$ cat src/rtl/odcu_consts.svh
// constants of the on-chip debug command unit
`ifndef ODCU_CONSTS_SVH
`define ODCU_CONSTS_SVH

// =====================================================
// command codes
`define ODCU_CMD_CRC 8'h0e
`define ODCU_CMD_STEP 8'h10
`define ODCU_CMD_STUFF 8'h11
`define ODCU_CMD_EXEC 8'h12

// =====================================================
// debug control register fields
`define ODCU_CTL_DBG_BIT 7
`define ODCU_CTL_BRK_BIT 6
`define ODCU_CTL_RST_BIT 0
`define ODCU_CTL_RESET_STOP 8'h81
`define ODCU_CTL_RESET_GO 8'h41
`define ODCU_CTL_RUN 8'h40
`define ODCU_CTL_RESET_VAL 8'h00

// =====================================================
// crc and instruction sizes
`define ODCU_CRC_INIT 16'hffff
`define ODCU_CRC_POLY 16'h1021
`define ODCU_STUFF_LEN 3'h1
`define ODCU_IDX_ZERO 3'h0
`define ODCU_IDX_ONE 3'h1

`endif

$ cat src/rtl/odcu_pkg.sv
// types of the on-chip debug command unit
package odcu_pkg;

	// gray coded along idle -> args -> exec and idle -> crc -> hi -> lo
	typedef enum logic [2:0] {
		ODCU_IDLE = 3'h0,
		ODCU_ARGS = 3'h1,
		ODCU_EXEC = 3'h3,
		ODCU_CRC = 3'h2,
		ODCU_SEND_HI = 3'h6,
		ODCU_SEND_LO = 3'h7,
		ODCU_DISC = 3'h5
	} odcu_state_t;

	typedef enum logic [1:0] {
		ODCU_MODE_STEP = 2'h0,
		ODCU_MODE_STUFF = 2'h1,
		ODCU_MODE_FULL = 2'h2
	} odcu_mode_t;

endpackage

$ cat src/rtl/odcu_crc16.sv
// byte-wide crc16 accumulator, msb first
`include "odcu_consts.svh"
module odcu_crc16 #(
	parameter logic [15:0] POLY = `ODCU_CRC_POLY
) (
	input wire logic clk,
	input wire logic reset_n,
	input wire logic clear,
	input wire logic en,
	input wire logic [7:0] din,
	output logic [15:0] crc
);
	logic [15:0] crc_q;
	logic [15:0] stage [0:8];

	// =====================================================
	// one shift stage per data bit
	assign stage[0] = crc_q;
	generate
		for (genvar i = 0; i < 8; i++) begin : g_bit
			assign stage[i + 1] = {stage[i][14:0], 1'b0} ^
				((stage[i][15] ^ din[7 - i]) ? POLY : 16'h0000);
		end
	endgenerate

	// =====================================================
	// clear wins so a new run never mixes with the old sum
	always_ff @(posedge clk or negedge reset_n) begin
		if (!reset_n) begin
			crc_q <= `ODCU_CRC_INIT;
		end else if (clear) begin
			crc_q <= `ODCU_CRC_INIT;
		end else if (en) begin
			crc_q <= stage[8];
		end
	end

	assign crc = crc_q;
endmodule

$ cat src/rtl/odcu_cmd.sv
// debug command unit: crc readback, step, stuff, execute, control writes
//
// Behaviour
// - crc command 0eh sums all program memory, one byte a cycle, sends high then low
// - command 10h steps one instruction from the program counter
// - step and stuff do nothing unless halted and read protect is off
// - command 11h takes one opcode byte; core fetches remaining bytes itself
// - command 12h takes a whole instruction, length from its opcode, to the core
// - refused execute command swallows exactly one byte and runs nothing
// - supplied instructions may run over a breakpoint location
// - control write enters or leaves debug, enables break, resets device
// - control value 81h resets device and keeps it halted
// - control value 41h resets device and lets it run
// - control value 40h while halted releases the core without reset
`include "odcu_consts.svh"
module odcu_cmd #(
	parameter int ADDR_W = 16,
	parameter int PM_BYTES = 12288
) (
	input wire logic clk,
	input wire logic reset_n,
	input wire logic [7:0] rx_data,
	input wire logic rx_valid,
	output logic [7:0] tx_data,
	output logic tx_valid,
	input wire logic tx_ready,
	input wire logic read_protect,
	input wire logic ctl_wr,
	input wire logic [7:0] ctl_wdata,
	input wire logic break_hit,
	output logic debug_mode,
	output logic brk_enable,
	output logic device_reset,
	output logic [ADDR_W-1:0] pm_addr,
	output logic pm_rd,
	input wire logic [7:0] pm_rdata,
	input wire logic [2:0] op_len,
	output logic cpu_exec_req,
	output logic [1:0] cpu_exec_mode,
	output logic [2:0] cpu_exec_len,
	output logic [39:0] cpu_exec_bytes,
	output logic cpu_skip_bp,
	input wire logic cpu_exec_done
);
	localparam logic [ADDR_W-1:0] LAST_ADDR = ADDR_W'(PM_BYTES - 1);

	odcu_pkg::odcu_state_t state_q;
	logic dbg_q;
	logic brk_q;
	logic rst_q;
	logic allowed;
	logic cmd_take;
	logic [7:0] cmd_q;
	logic [2:0] idx_q;
	logic [2:0] need_q;
	logic [39:0] bytes_q;
	logic [1:0] mode_q;
	logic [2:0] len_q;
	logic req_q;
	logic [ADDR_W-1:0] addr_q;
	logic issue_q;
	logic pend_q;
	logic crc_clear;
	logic [15:0] crc_val;
	logic [7:0] tx_data_q;
	logic tx_valid_q;

	assign allowed = dbg_q && !read_protect;
	assign cmd_take = (state_q == odcu_pkg::ODCU_IDLE) && rx_valid;

	// =====================================================
	// debug control register
	// control register fields
	// reset bit and debug bit act together
	always_ff @(posedge clk or negedge reset_n) begin
		if (!reset_n) begin
			dbg_q <= 1'(`ODCU_CTL_RESET_VAL >> `ODCU_CTL_DBG_BIT);
			brk_q <= 1'b0;
			rst_q <= 1'b0;
		end else begin
			rst_q <= ctl_wr && ctl_wdata[`ODCU_CTL_RST_BIT];
			if (ctl_wr) begin
				brk_q <= ctl_wdata[`ODCU_CTL_BRK_BIT];
			end
			// a break in the same cycle as a run write still halts
			if (break_hit && brk_q) begin
				dbg_q <= 1'b1;
			end else if (ctl_wr) begin
				dbg_q <= ctl_wdata[`ODCU_CTL_DBG_BIT];
			end
		end
	end

	assign debug_mode = dbg_q;
	assign brk_enable = brk_q;
	assign device_reset = rst_q;

	// =====================================================
	// command sequencer
	always_ff @(posedge clk or negedge reset_n) begin
		if (!reset_n) begin
			state_q <= odcu_pkg::ODCU_IDLE;
			cmd_q <= 8'h00;
		end else begin
			unique case (state_q)
				odcu_pkg::ODCU_IDLE: begin
					if (rx_valid) begin
						cmd_q <= rx_data;
						unique case (rx_data)
							`ODCU_CMD_CRC: state_q <= odcu_pkg::ODCU_CRC;
							// step only when halted and unprotected
							`ODCU_CMD_STEP: state_q <= allowed ? odcu_pkg::ODCU_EXEC :
								odcu_pkg::ODCU_IDLE;
							`ODCU_CMD_STUFF: state_q <= allowed ? odcu_pkg::ODCU_ARGS :
								odcu_pkg::ODCU_IDLE;
							`ODCU_CMD_EXEC: state_q <= allowed ? odcu_pkg::ODCU_ARGS :
								odcu_pkg::ODCU_DISC;
							default: state_q <= odcu_pkg::ODCU_IDLE;
						endcase
					end
				end
				odcu_pkg::ODCU_ARGS: begin
					if (rx_valid && ((idx_q == `ODCU_IDX_ZERO) ?
						(cmd_q == `ODCU_CMD_STUFF || op_len <= `ODCU_IDX_ONE) :
						(idx_q + `ODCU_IDX_ONE == need_q))) begin
						state_q <= odcu_pkg::ODCU_EXEC;
					end
				end
				odcu_pkg::ODCU_EXEC: if (cpu_exec_done) state_q <= odcu_pkg::ODCU_IDLE;
				// whatever the next byte holds, it is dropped
				odcu_pkg::ODCU_DISC: if (rx_valid) state_q <= odcu_pkg::ODCU_IDLE;
				odcu_pkg::ODCU_CRC: begin
					if (!issue_q && !pend_q) begin
						state_q <= odcu_pkg::ODCU_SEND_HI;
					end
				end
				odcu_pkg::ODCU_SEND_HI: if (tx_ready) state_q <= odcu_pkg::ODCU_SEND_LO;
				odcu_pkg::ODCU_SEND_LO: if (tx_ready) state_q <= odcu_pkg::ODCU_IDLE;
				// code 3'h4 is unused; an upset lands back in idle
				default: state_q <= odcu_pkg::ODCU_IDLE;
			endcase
		end
	end

	// =====================================================
	// instruction byte gathering
	// stuff takes one byte, core reads the rest from memory
	// execute takes as many bytes as the opcode asks
	always_ff @(posedge clk or negedge reset_n) begin
		if (!reset_n) begin
			idx_q <= `ODCU_IDX_ZERO;
			need_q <= `ODCU_IDX_ONE;
			bytes_q <= 40'h00_0000_0000;
		end else if (cmd_take) begin
			idx_q <= `ODCU_IDX_ZERO;
			bytes_q <= 40'h00_0000_0000;
		end else if (state_q == odcu_pkg::ODCU_ARGS && rx_valid) begin
			if (idx_q == `ODCU_IDX_ZERO) begin
				need_q <= (cmd_q == `ODCU_CMD_STUFF) ? `ODCU_STUFF_LEN : op_len;
			end
			bytes_q[idx_q * 8 +: 8] <= rx_data;
			idx_q <= idx_q + `ODCU_IDX_ONE;
		end
	end

	// =====================================================
	// core execute request, one pulse per accepted step, stuff or execute command
	// supplied instructions run over breakpoints
	always_ff @(posedge clk or negedge reset_n) begin
		if (!reset_n) begin
			req_q <= 1'b0;
			mode_q <= odcu_pkg::ODCU_MODE_STEP;
			len_q <= `ODCU_IDX_ZERO;
		end else begin
			req_q <= 1'b0;
			if (cmd_take && rx_data == `ODCU_CMD_STEP && allowed) begin
				req_q <= 1'b1;
				mode_q <= odcu_pkg::ODCU_MODE_STEP;
				len_q <= `ODCU_IDX_ZERO;
			end else if (state_q == odcu_pkg::ODCU_ARGS && rx_valid &&
				((idx_q == `ODCU_IDX_ZERO) ? (cmd_q == `ODCU_CMD_STUFF ||
				op_len <= `ODCU_IDX_ONE) : (idx_q + `ODCU_IDX_ONE == need_q))) begin
				req_q <= 1'b1;
				mode_q <= (cmd_q == `ODCU_CMD_STUFF) ? odcu_pkg::ODCU_MODE_STUFF :
					odcu_pkg::ODCU_MODE_FULL;
				len_q <= idx_q + `ODCU_IDX_ONE;
			end
		end
	end

	assign cpu_exec_req = req_q;
	assign cpu_exec_mode = mode_q;
	assign cpu_exec_len = len_q;
	assign cpu_exec_bytes = bytes_q;
	assign cpu_skip_bp = (mode_q != odcu_pkg::ODCU_MODE_STEP);

	// =====================================================
	// crc memory sweep, one read a cycle
	// whole program memory, address 0 upward
	always_ff @(posedge clk or negedge reset_n) begin
		if (!reset_n) begin
			addr_q <= '0;
			issue_q <= 1'b0;
			pend_q <= 1'b0;
		end else begin
			pend_q <= pm_rd;
			if (cmd_take && rx_data == `ODCU_CMD_CRC) begin
				addr_q <= '0;
				issue_q <= 1'b1;
			end else if (pm_rd) begin
				addr_q <= addr_q + ADDR_W'(1);
				issue_q <= (addr_q != LAST_ADDR);
			end
		end
	end

	assign pm_rd = (state_q == odcu_pkg::ODCU_CRC) && issue_q;
	assign pm_addr = addr_q;
	assign crc_clear = cmd_take && rx_data == `ODCU_CMD_CRC;

	odcu_crc16 #(
		.POLY(`ODCU_CRC_POLY)
	) u_crc (
		.clk(clk),
		.reset_n(reset_n),
		.clear(crc_clear),
		.en(pend_q),
		.din(pm_rdata),
		.crc(crc_val)
	);

	// =====================================================
	// result bytes to the transmitter
	// high byte first, then low byte
	always_ff @(posedge clk or negedge reset_n) begin
		if (!reset_n) begin
			tx_data_q <= 8'h00;
			tx_valid_q <= 1'b0;
		end else if (state_q == odcu_pkg::ODCU_CRC && !issue_q && !pend_q) begin
			tx_data_q <= crc_val[15:8];
			tx_valid_q <= 1'b1;
		end else if (state_q == odcu_pkg::ODCU_SEND_HI && tx_ready) begin
			tx_data_q <= crc_val[7:0];
		end else if (state_q == odcu_pkg::ODCU_SEND_LO && tx_ready) begin
			tx_valid_q <= 1'b0;
		end
	end

	assign tx_data = tx_data_q;
	assign tx_valid = tx_valid_q;
endmodule

$ cat config.mk
export PLATFORM = sky130hd
export DESIGN_NAME = odcu_cmd
export DESIGN_NICKNAME = d
export VERILOG_FILES = /design/src/rtl/odcu_pkg.sv /design/src/rtl/odcu_crc16.sv /design/src/rtl/odcu_cmd.sv
export VERILOG_INCLUDE_DIRS = /design/src /design/src/rtl
export SDC_FILE = /design/constraint.sdc
export NUM_CORES = 1
export LEC_CHECK = 0
export BUFFER_PORTS_ARGS = -buffer_cell sky130_fd_sc_hd__buf_2
export CORE_MARGIN = 5
export CORE_UTILIZATION = 40
export DETAILED_ROUTE_END_ITERATION = 16
export PLACE_DENSITY = 0.65
export SETUP_SLACK_MARGIN = 0.05
export SLEW_MARGIN = 20
export SYNTH_ARGS = -nofsm -noshare
export SYNTH_HDL_FRONTEND = slang
export SYNTH_SLANG_ARGS = --single-unit
$ cat constraint.sdc
create_clock -name clk -period 5.06 [get_ports clk]
set_input_delay 1.265 -clock clk [delete_from_list [all_inputs] [get_ports clk]]
set_output_delay 1.265 -clock clk [all_outputs]
set_load 0.03 [all_outputs]
==> out/metrics.cfg, run 1 <==
[run_status]
status = completed

[detailed_routing]
wl_per_cell_um = 16.83
viasPerCell = 5.456
num_vias = 4250
drc_errors = 0
wirelength_um = 13110
ant_nets = 0
drt_iter0_drc = 250
first_pass_iters = 4

[final_layout]
diodes = 0
layout.nets = 638
area_growth_pct = 17.63
drive_gt1_share_pct = 26.04
fillers = 1235
stdcell_count = 779
finish.utilization_pct = 47.60

[clock_tree]
clockBufferDepth = 2
clkTransAtPathRegs_ns = 0.07
cts_buffers = 9
root_buffer = clkbuf_16
clock_latency_ns = 0.34
cts_tree = done
h-tree-depth = 3
cts.repair.resized = 0
clock_sinks = 109
cts_setup_buffers = 0
holdBufCountCts = 0

[sta]
period_needed_ns = 3.569
rsz0062_at_grt = no
finalMaxSlewViolations = 0
setup_tns_ns = 0
skew_ns = 0.005915
setup_ws_ns = 1.491
setup_viol = 0
tightestPinTransition_ns = 0.7880
relSlewSlack_pct = 46.73
hold_viol_final = 0
max_freq_ghz = 0.2802
period_share_pct = 70.54

[yosys]
syn_nets = 544
synth_ff_type = dfrtp_1
synth_edf_count = 0
yosys_warnings = 0
ys_async_sr_fraction_pct = 100.0
yosysMostFrequentCell = dfrtp_1
synth_common_cells = 92 x dfrtp_1, 45 x nor2_1, 43 x nand2_1, 31 x o21ai_0, 24 x xnor2_1
yosysTopAreaCell = dfrtp_1
ys_seq_area_share_pct = 51.71
synthCells = 505
netlist_area_um2 = 5316
netlist-cell-type-count = 61
syn_avg_cell_area_um2 = 10.53
ys_ff_latch = 109
yosys-top-cells-area = dfrtp_1 43%, dfstp_2 8.4%, mux2i_1 4.1%, xnor2_1 4.0%, nor2_1 3.2%
synth_top_area_share_pct = 43.30

[pwr]
clkPwrFrac_pct = 17.8
leakage_nw = 2.936
power.share.switching_pct = 41.95
vdd_drop_max_uv = 201.9
switching_power_w = 0.001545
seqPwrFrac_pct = 40.9
p_total_w = 0.003683
p_int_w = 0.002138
combPwrFrac_pct = 41.4
p_per_area_nw_per_um2 = 589.0

[setup_path]
crit_path_max_fanout = 20
start_kind = flop
r2r-end = cpu_exec_bytes[32]
crit_path_end_kind = output pin
rr_worst_depth = 7
critical_path_class = reg2out
r2r_slack_ns = 2.28
required_ns = 3.80
r2r_start = idx_q[0]
crit_arrival_ns = 2.30

[floorplan]
std_cell_rows = 42
core_area_um2 = 13140
fp.dieH_um = 125.3
die-area_um2 = 15700
io_pins = 111
die_width_um = 125.3
start_util_pct = 40.47

[global_routing]
grt-ovfl-total = 0
grt_pass1_wl_um = 22160
antenna_found_initial = 0
grt_max_degree = 79
grt_pass1_vias = 4189
grt.total_usage_pct = 17.20

[placement]
dp_cells = 764
gp_congestion = 0.7868
pre_cts_ws_ns = 1.731
place.port_buffers = 105
hpwl_um = 9216

[min_path]
hold_end = tx_valid
hold_depth = 2
min_from = tx_valid
hold_class = reg2reg

[flow_run]
drv_cap = 0

-- worst max path at each step --
stage,slack [ns],endpoint,cells after the start,startpoint
after floorplan,2.54,cpu_exec_bytes[32],4,rx_valid
after global placement,1.80,pm_addr[0],5,rx_data[6]
after detailed placement,1.73,pm_addr[0],5,rx_data[5]
after CTS,1.58,pm_rd,3,state_q[1]
after global routing,1.36,pm_rd,3,state_q[1]
final,1.49,pm_rd,3,state_q[1]
-- routing by layer --
metal | wire length (um) | vias to the layer above | GRT usage (%)
li1 | - | 2007 | -
met5 | 0 | - | 0
met4 | 284 | 0 | 6.314
met3 | 511 | 19 | 2.090
met1 | 6163 | 2111 | 24.16
met2 | 6150 | 113 | 27.52
-- cells by family (layout without fill, tap and decap cells) --
group | after synthesis | in the layout | share of synthesized area (%)
adders and majority gates | 4 | 4 | 0.9414
and+or+nand+nor | 180 | 180 | 18.57
DFF | 109 | 109 | 51.71
buffers and inverters | 42 | 140 | 3.130
muxes | 31 | 31 | 6.049
xor gates and xnor gates | 36 | 36 | 6.213
AOI/OAI and AO/OA | 103 | 103 | 13.39
-- final cells by class --
class                   count  area (um^2)  area share, %
multi-input cells         354         2401          38.40
well taps                 176        220.2          3.521
flip-flops and latches    109         2749          43.96
inverters                  17        63.81          1.020
repair buffers            108        554.3          8.864
clock inverters             6        40.04         0.6403
clock buffers               9        225.2          3.601
-- critical path: stages, from the launching register on --
cell,delay (ns)
dfrtp_1,0.78
nand4bb_1,0.58
inv_1,0.36
buf_2,0.25
-- layout by cell type, fill, tap and decap left out, types with 10 or more instances in the layout --
| cell | instances |
|---|---|
| o21ai_0 | 31 |
| buf_2 | 104 |
| xnor2_1 | 24 |
| nand2_1 | 43 |
| dfrtp_1 | 92 |
| nand4_1 | 14 |
| xor2_1 | 11 |
| a21oi_1 | 12 |
| dfstp_2 | 17 |
| a22o_1 | 10 |
| nand3_1 | 11 |
| and2_1 | 14 |
| mux2i_1 | 22 |
| nor2_1 | 45 |
| inv_1 | 16 |
-- sequential cells by signal (all words and copies together) (netlist names), 2 cells and up --
register	cells
cpu_exec_bytes	40
pm_addr	16
u_crc.crc	16
cmd_q	8
tx_data	8
cpu_exec_len	3
idx_q	3
need_q	3
state_q	3
cpu_exec_mode	2
-- power by group through the flow --
stage                     combinational (W)  sequential [W]  clock, W
after global placement              0.00150         0.00150         0
after detailed placement            0.00154         0.00152         0
after global routing                0.00169         0.00156  0.000708
after CTS                           0.00154         0.00150  0.000670
final                               0.00152         0.00151  0.000655
after floorplan                    0.000867         0.00175         0
-- stage by stage --
stage / hold slack [ns] / area [um^2]
after detailed placement: 0.4837 / 5984
after CTS: 0.5016 / 6250
after floorplan: 0.4648 / 5316
after global placement: 0.4797 / 5984
final: 0.4958 / 6254
after global routing: 0.5175 / 6254
(Power assumes the default switching activity.)
==> run 2, diff against run 1 <==
- ABC_AREA: default -> 1
- PLACE_DENSITY: 0.65 -> 0.66
- clock period: 5.06 -> 3.6 ns (I/O delays scaled with it)
==> out/metrics.cfg, run 2 <==
[placement]
hpwl_um = 9900
pre_cts_ws_ns = 0.9794
gp_congestion = 0.8249
place.port_buffers = 105

[sta]
setup_viol = 0
skew_ns = 0.01336
setup_tns_ns = 0
period_share_pct = 74.83
tightestPinTransition_ns = 0.6829
period_needed_ns = 2.694
relSlewSlack_pct = 54.48
hold_viol_final = 0
rsz0062_at_grt = no
finalMaxSlewViolations = 0
setup_ws_ns = 0.9060
max_freq_ghz = 0.3712

[final_layout]
drive_gt1_share_pct = 23.35
area_growth_pct = 19.00
fillers = 1311
mostFrequentLayoutCells = 140 x nand2_1, 104 x buf_2, 92 x dfrtp_1
largest_reg_flops = 40
finish.utilization_pct = 49.10
layout.nets = 762
final_common_cell = nand2_1

[yosys]
yosys-top-cells-area = dfrtp_1 44%, nand2_1 10%, dfstp_2 8.5%, o21ai_0 6.9%, nand3_1 5.4%
synth_common_cells = 140 x nand2_1, 92 x dfrtp_1, 72 x o21ai_0, 59 x nor2_1, 57 x nand3_1
syn_nets = 658
netlist_area_um2 = 5249
syn_avg_cell_area_um2 = 8.479
yosys_warnings = 0
netlist-cell-type-count = 41
synth_ff_type = dfrtp_1
synth_edf_count = 0
synth_top_area_share_pct = 43.86
yosysMostFrequentCell = nand2_1
ys_seq_area_share_pct = 52.37
ys_async_sr_fraction_pct = 100.0
synthCells = 619
yosysTopAreaCell = dfrtp_1
ys_ff_latch = 109

[clock_tree]
h-tree-depth = 3
cts.repair.resized = 0
cts_buffers = 9
root_buffer = clkbuf_16
holdBufCountCts = 0
cts_setup_buffers = 0
cts_tree = done
clock_sinks = 109
clockBufferDepth = 2
clkTransAtPathRegs_ns = 0.08
clock_latency_ns = 0.36

[detailed_routing]
wl_met2_um = 6356
drc_errors = 0
wl_per_cell_um = 15.05
met3_length_um = 690
wirelength_um = 13560
viasPerCell = 5.078
num_vias = 4575
ant_nets = 0
wl_met1_um = 6305
drt_iter0_drc = 378
first_pass_iters = 6
top_layer = met4

[setup_path]
crit_path_end_kind = output pin
start_kind = flop
r2r_start = idx_q[0]
crit_arrival_ns = 1.79
crit_path_max_fanout = 11
r2r_slack_ns = 1.09
r2r-end = cpu_exec_bytes[36]
required_ns = 2.70
rr_worst_depth = 9
critical_path_class = reg2out

[floorplan]
io_pins = 111
core_area_um2 = 12720
std_cell_rows = 41
fp.dieH_um = 124.6
die_width_um = 124.6
die-area_um2 = 15510
start_util_pct = 41.26

[global_routing]
antenna_found_initial = 0
grt_pass1_wl_um = 23270
grt-ovfl-total = 0
grt_max_degree = 59
grt.total_usage_pct = 17.98
grt_pass1_vias = 4727

[pwr]
p_per_area_nw_per_um2 = 767.0
power.share.switching_pct = 43.23
p_int_w = 0.002720
leakage_nw = 3.132
switching_power_w = 0.002071
seqPwrFrac_pct = 39.2
combPwrFrac_pct = 39.8
clkPwrFrac_pct = 20.9
vdd_drop_max_uv = 351.0

[run_status]
status = completed

[flow_run]
drv_cap = 0

[min_path]
min_from = tx_data[2]
hold_end = tx_data[2]
hold_class = reg2reg
hold_depth = 2

run 2: logic make-up after synthesis:
kind of cell             share of synthesized area (%)
buffers and inverters                            6.079
adder cells (fa/ha/maj)                         0.9536
multiplexers                                    0.2145
AO/OA/AOI/OAI                                    12.13
AND/OR/NAND/NOR                                  24.41
XOR/XNOR                                         3.838
flip-flops                                       52.37
run 2: metrics by stage:
| stage | hold slack, ns | instance area [um^2] | total power [W] | std cells |
|---|---|---|---|---|
| floorplan | 0.4534 | 5249 | 0.003288 | 619 |
| global placement | 0.4610 | 5941 | 0.003758 | 884 |
| detailed placement | 0.4651 | 5941 | 0.003804 | 884 |
| CTS | 0.4863 | 6243 | 0.004828 | 900 |
| global route | 0.5091 | 6243 | 0.005135 | 900 |
| finish | 0.4800 | 6246 | 0.004791 | 901 |
run 2: power by group through the flow:
stage	clock network (W)	registers, W	logic (W)
floorplan	0	0.00216	0.00113
global placement	0	0.00188	0.00187
detailed placement	0	0.00190	0.00190
CTS	0.00103	0.00188	0.00191
global route	0.00108	0.00192	0.00213
finish	0.00100	0.00188	0.00191
run 2: how the worst max path moves through the flow:
stage / from / cells past startpoint / slack, ns / to
floorplan: rx_data[1] / 9 / 1.60 / u_crc.crc[15]
global placement: rx_valid / 9 / 1.04 / u_crc.crc[9]
detailed placement: rx_valid / 9 / 0.98 / u_crc.crc[7]
CTS: state_q[1] / 7 / 0.89 / pm_rd
global route: state_q[1] / 7 / 0.74 / pm_rd
finish: state_q[1] / 7 / 0.91 / pm_rd
run 2: cell type report:
| class | count | area [um^2] | area share [%] |
|---|---|---|---|
| flip-flops and latches | 109 | 2749 | 44.01 |
| well taps | 172 | 215.2 | 3.446 |
| inverters | 62 | 232.7 | 3.726 |
| clock inverters | 7 | 77.57 | 1.242 |
| multi-input cells | 433 | 2181 | 34.92 |
| clock buffers | 9 | 225.2 | 3.606 |
| diodes | 1 | 2.502 | 0.04006 |
| repair buffers | 108 | 563.0 | 9.014 |
run 2: per-layer routing:
| metal | track usage (%) | vias up |
|---|---|---|
| met5 | 0 | - |
| met4 | 5.609 | 0 |
| met3 | 4.245 | 16 |
| met2 | 28.69 | 108 |
| met1 | 24.29 | 2194 |
| li1 | - | 2257 |
run 2: critical path, cell delays in order (launching register included):
cell and delay (ns):
dfrtp_1 0.43, inv_1 0.11, nor2_2 0.17, nand2_1 0.10, inv_2 0.09, nand2_2 0.11
inv_2 0.19, buf_2 0.23
==> run 3, diff against run 2 <==
- PLACE_DENSITY: 0.66 -> 0.68
- clock period: 3.6 -> 2.17 ns (I/O delays scaled with it)
==> out/metrics.cfg, run 3 (same netlist as run 2, synthesis figures left out) <==
[pwr]
clkPwrFrac_pct = 19.9
power.share.switching_pct = 42.54
switching_power_w = 0.003431
p_per_area_nw_per_um2 = 1262
vdd_drop_max_uv = 397.3
p_int_w = 0.004634
leakage_nw = 3.217
combPwrFrac_pct = 41.7
seqPwrFrac_pct = 38.4

[flow_run]
drv_cap = 0

[sta]
finalMaxSlewViolations = 0
tightestPinTransition_ns = 0.5811
period_needed_ns = 2.015
relSlewSlack_pct = 61.03
max_freq_ghz = 0.4964
holdWs_ns = 0.1026
hold_viol_final = 0
setup_tns_ns = 0
period_share_pct = 92.83
rsz0062_at_grt = no
skew_ns = 0.006323
setup_viol = 0

[final_layout]
final_area_um2 = 6391
finish.utilization_pct = 50.24
area_growth_pct = 21.76
drive_gt1_share_pct = 25.50
largest_reg_flops = 40
fillers = 1235
layout.nets = 779
final_common_cell = nand2_1
mostFrequentLayoutCells = 139 x nand2_1, 103 x buf_2, 91 x dfrtp_1
stdcell_count = 918

[setup_path]
r2r_start = idx_q[0]
crit_chain = nor2_4, nand2_1, inv_2, nand2_4, inv_2, clkbuf_4
rr_worst_depth = 14
r2r_slack_ns = 0.23
crit_path_end_kind = output pin
start_kind = flop
cp_num_cells = 6
crit_path_max_incr_delay_ns = 0.47
required_ns = 1.63
critPathCapture = pm_rd
worst-path-buf-inv = 3
r2r-end = state_q[2]
critical_path_class = reg2out
crit_path_start = state_q[0]
crit_path_max_fanout = 7
crit_arrival_ns = 1.47
cp_common_cell = inv_2
cp_slowest_cell = dfrtp_2
crit_family = flip-flops

[detailed_routing]
drt_iter0_drc = 425
ant_nets = 0
drc_errors = 0
num_vias = 4692
viasPerCell = 5.111
wirelength_um = 13840
first_pass_iters = 4
wl_per_cell_um = 15.08

[clock_tree]
clock_sinks = 109
root_buffer = clkbuf_16
clock_latency_ns = 0.35
holdBufCountCts = 0
clockBufferDepth = 2
cts_buffers = 9
cts_tree = done
h-tree-depth = 3
clkTransAtPathRegs_ns = 0.07

[floorplan]
start_util_pct = 41.26
die_width_um = 124.6
core_area_um2 = 12720
io_pins = 111
die-area_um2 = 15510
fp.dieH_um = 124.6
std_cell_rows = 41

[global_routing]
grt-ovfl-total = 0
grt.total_usage_pct = 18.14
grt_pass1_vias = 4592
grt_pass1_wl_um = 23200
grt_max_degree = 44
antenna_found_initial = 1

[placement]
gp_congestion = 0.8475
hpwl_um = 10240
dp_cells = 896
place.port_buffers = 105
dpl_cell_area_um2 = 6043

[run_status]
status = completed

[min_path]
hold_class = in2async

[run 3: power groups by stage]
| stage | sequential, W | combinational [W] | clock, W |
|---|---|---|---|
| 2_1_floorplan | 0.00358 | 0.00187 | 0 |
| 3_3_place_gp | 0.00311 | 0.00320 | 0 |
| 3_5_place_dp | 0.00314 | 0.00328 | 0 |
| 4_1_cts | 0.00310 | 0.00333 | 0.00164 |
| 5_1_grt | 0.00317 | 0.00371 | 0.00173 |
| 6_report | 0.00310 | 0.00336 | 0.00161 |
[run 3: per-stage QoR]
stage | total power (W) | setup WS (ns)
finish | 0.008065 | 0.1555
detailed placement | 0.006416 | 0.1235
global route | 0.008614 | 0.06684
CTS | 0.008064 | 0.08692
floorplan | 0.005455 | 0.2024
global placement | 0.006310 | 0.1661
[run 3: routing by layer]
metal  GRT usage (%)  vias to the layer above  routed length [um]
li1                -                     2295                   -
met1           24.19                     2258                6384
met2           29.10                      114                6473
met3           3.859                       23                 691
met4           6.705                        2                 277
met5               0                        -                  11
[run 3: timing repair]
action                                  CTS  global route
pin swaps                                 0             1
hold endpoints to repair                  0             0
gates resized for setup                   2             5
endpoints found under the setup margin    1            11
buffers inserted                          1             4
[run 3: how the worst min path moves through the flow]
stage | startpoint | to | slack (ns) | depth (start not counted)
2_1_floorplan | reset_n | brk_enable | 0.25 | 0
3_3_place_gp | cpu_exec_bytes[1] | cpu_exec_bytes[1] | 0.46 | 2
3_5_place_dp | tx_data[2] | tx_data[2] | 0.47 | 2
4_1_cts | reset_n | device_reset | 0.11 | 1
5_1_grt | reset_n | need_q[2] | 0.12 | 1
6_report | reset_n | need_q[2] | 0.10 | 1
[run 3: cell type report]
type	count	area, um^2	share of cell area [%]
tap	172	215.2	3.367
timing repair buffer	125	705.7	11.04
sequential	109	2750	43.03
clock inverter	6	47.55	0.7439
antenna	1	2.502	0.03915
inverter	62	232.7	3.641
multi-input combinational	433	2198	34.40
clock buffer	10	239.0	3.739
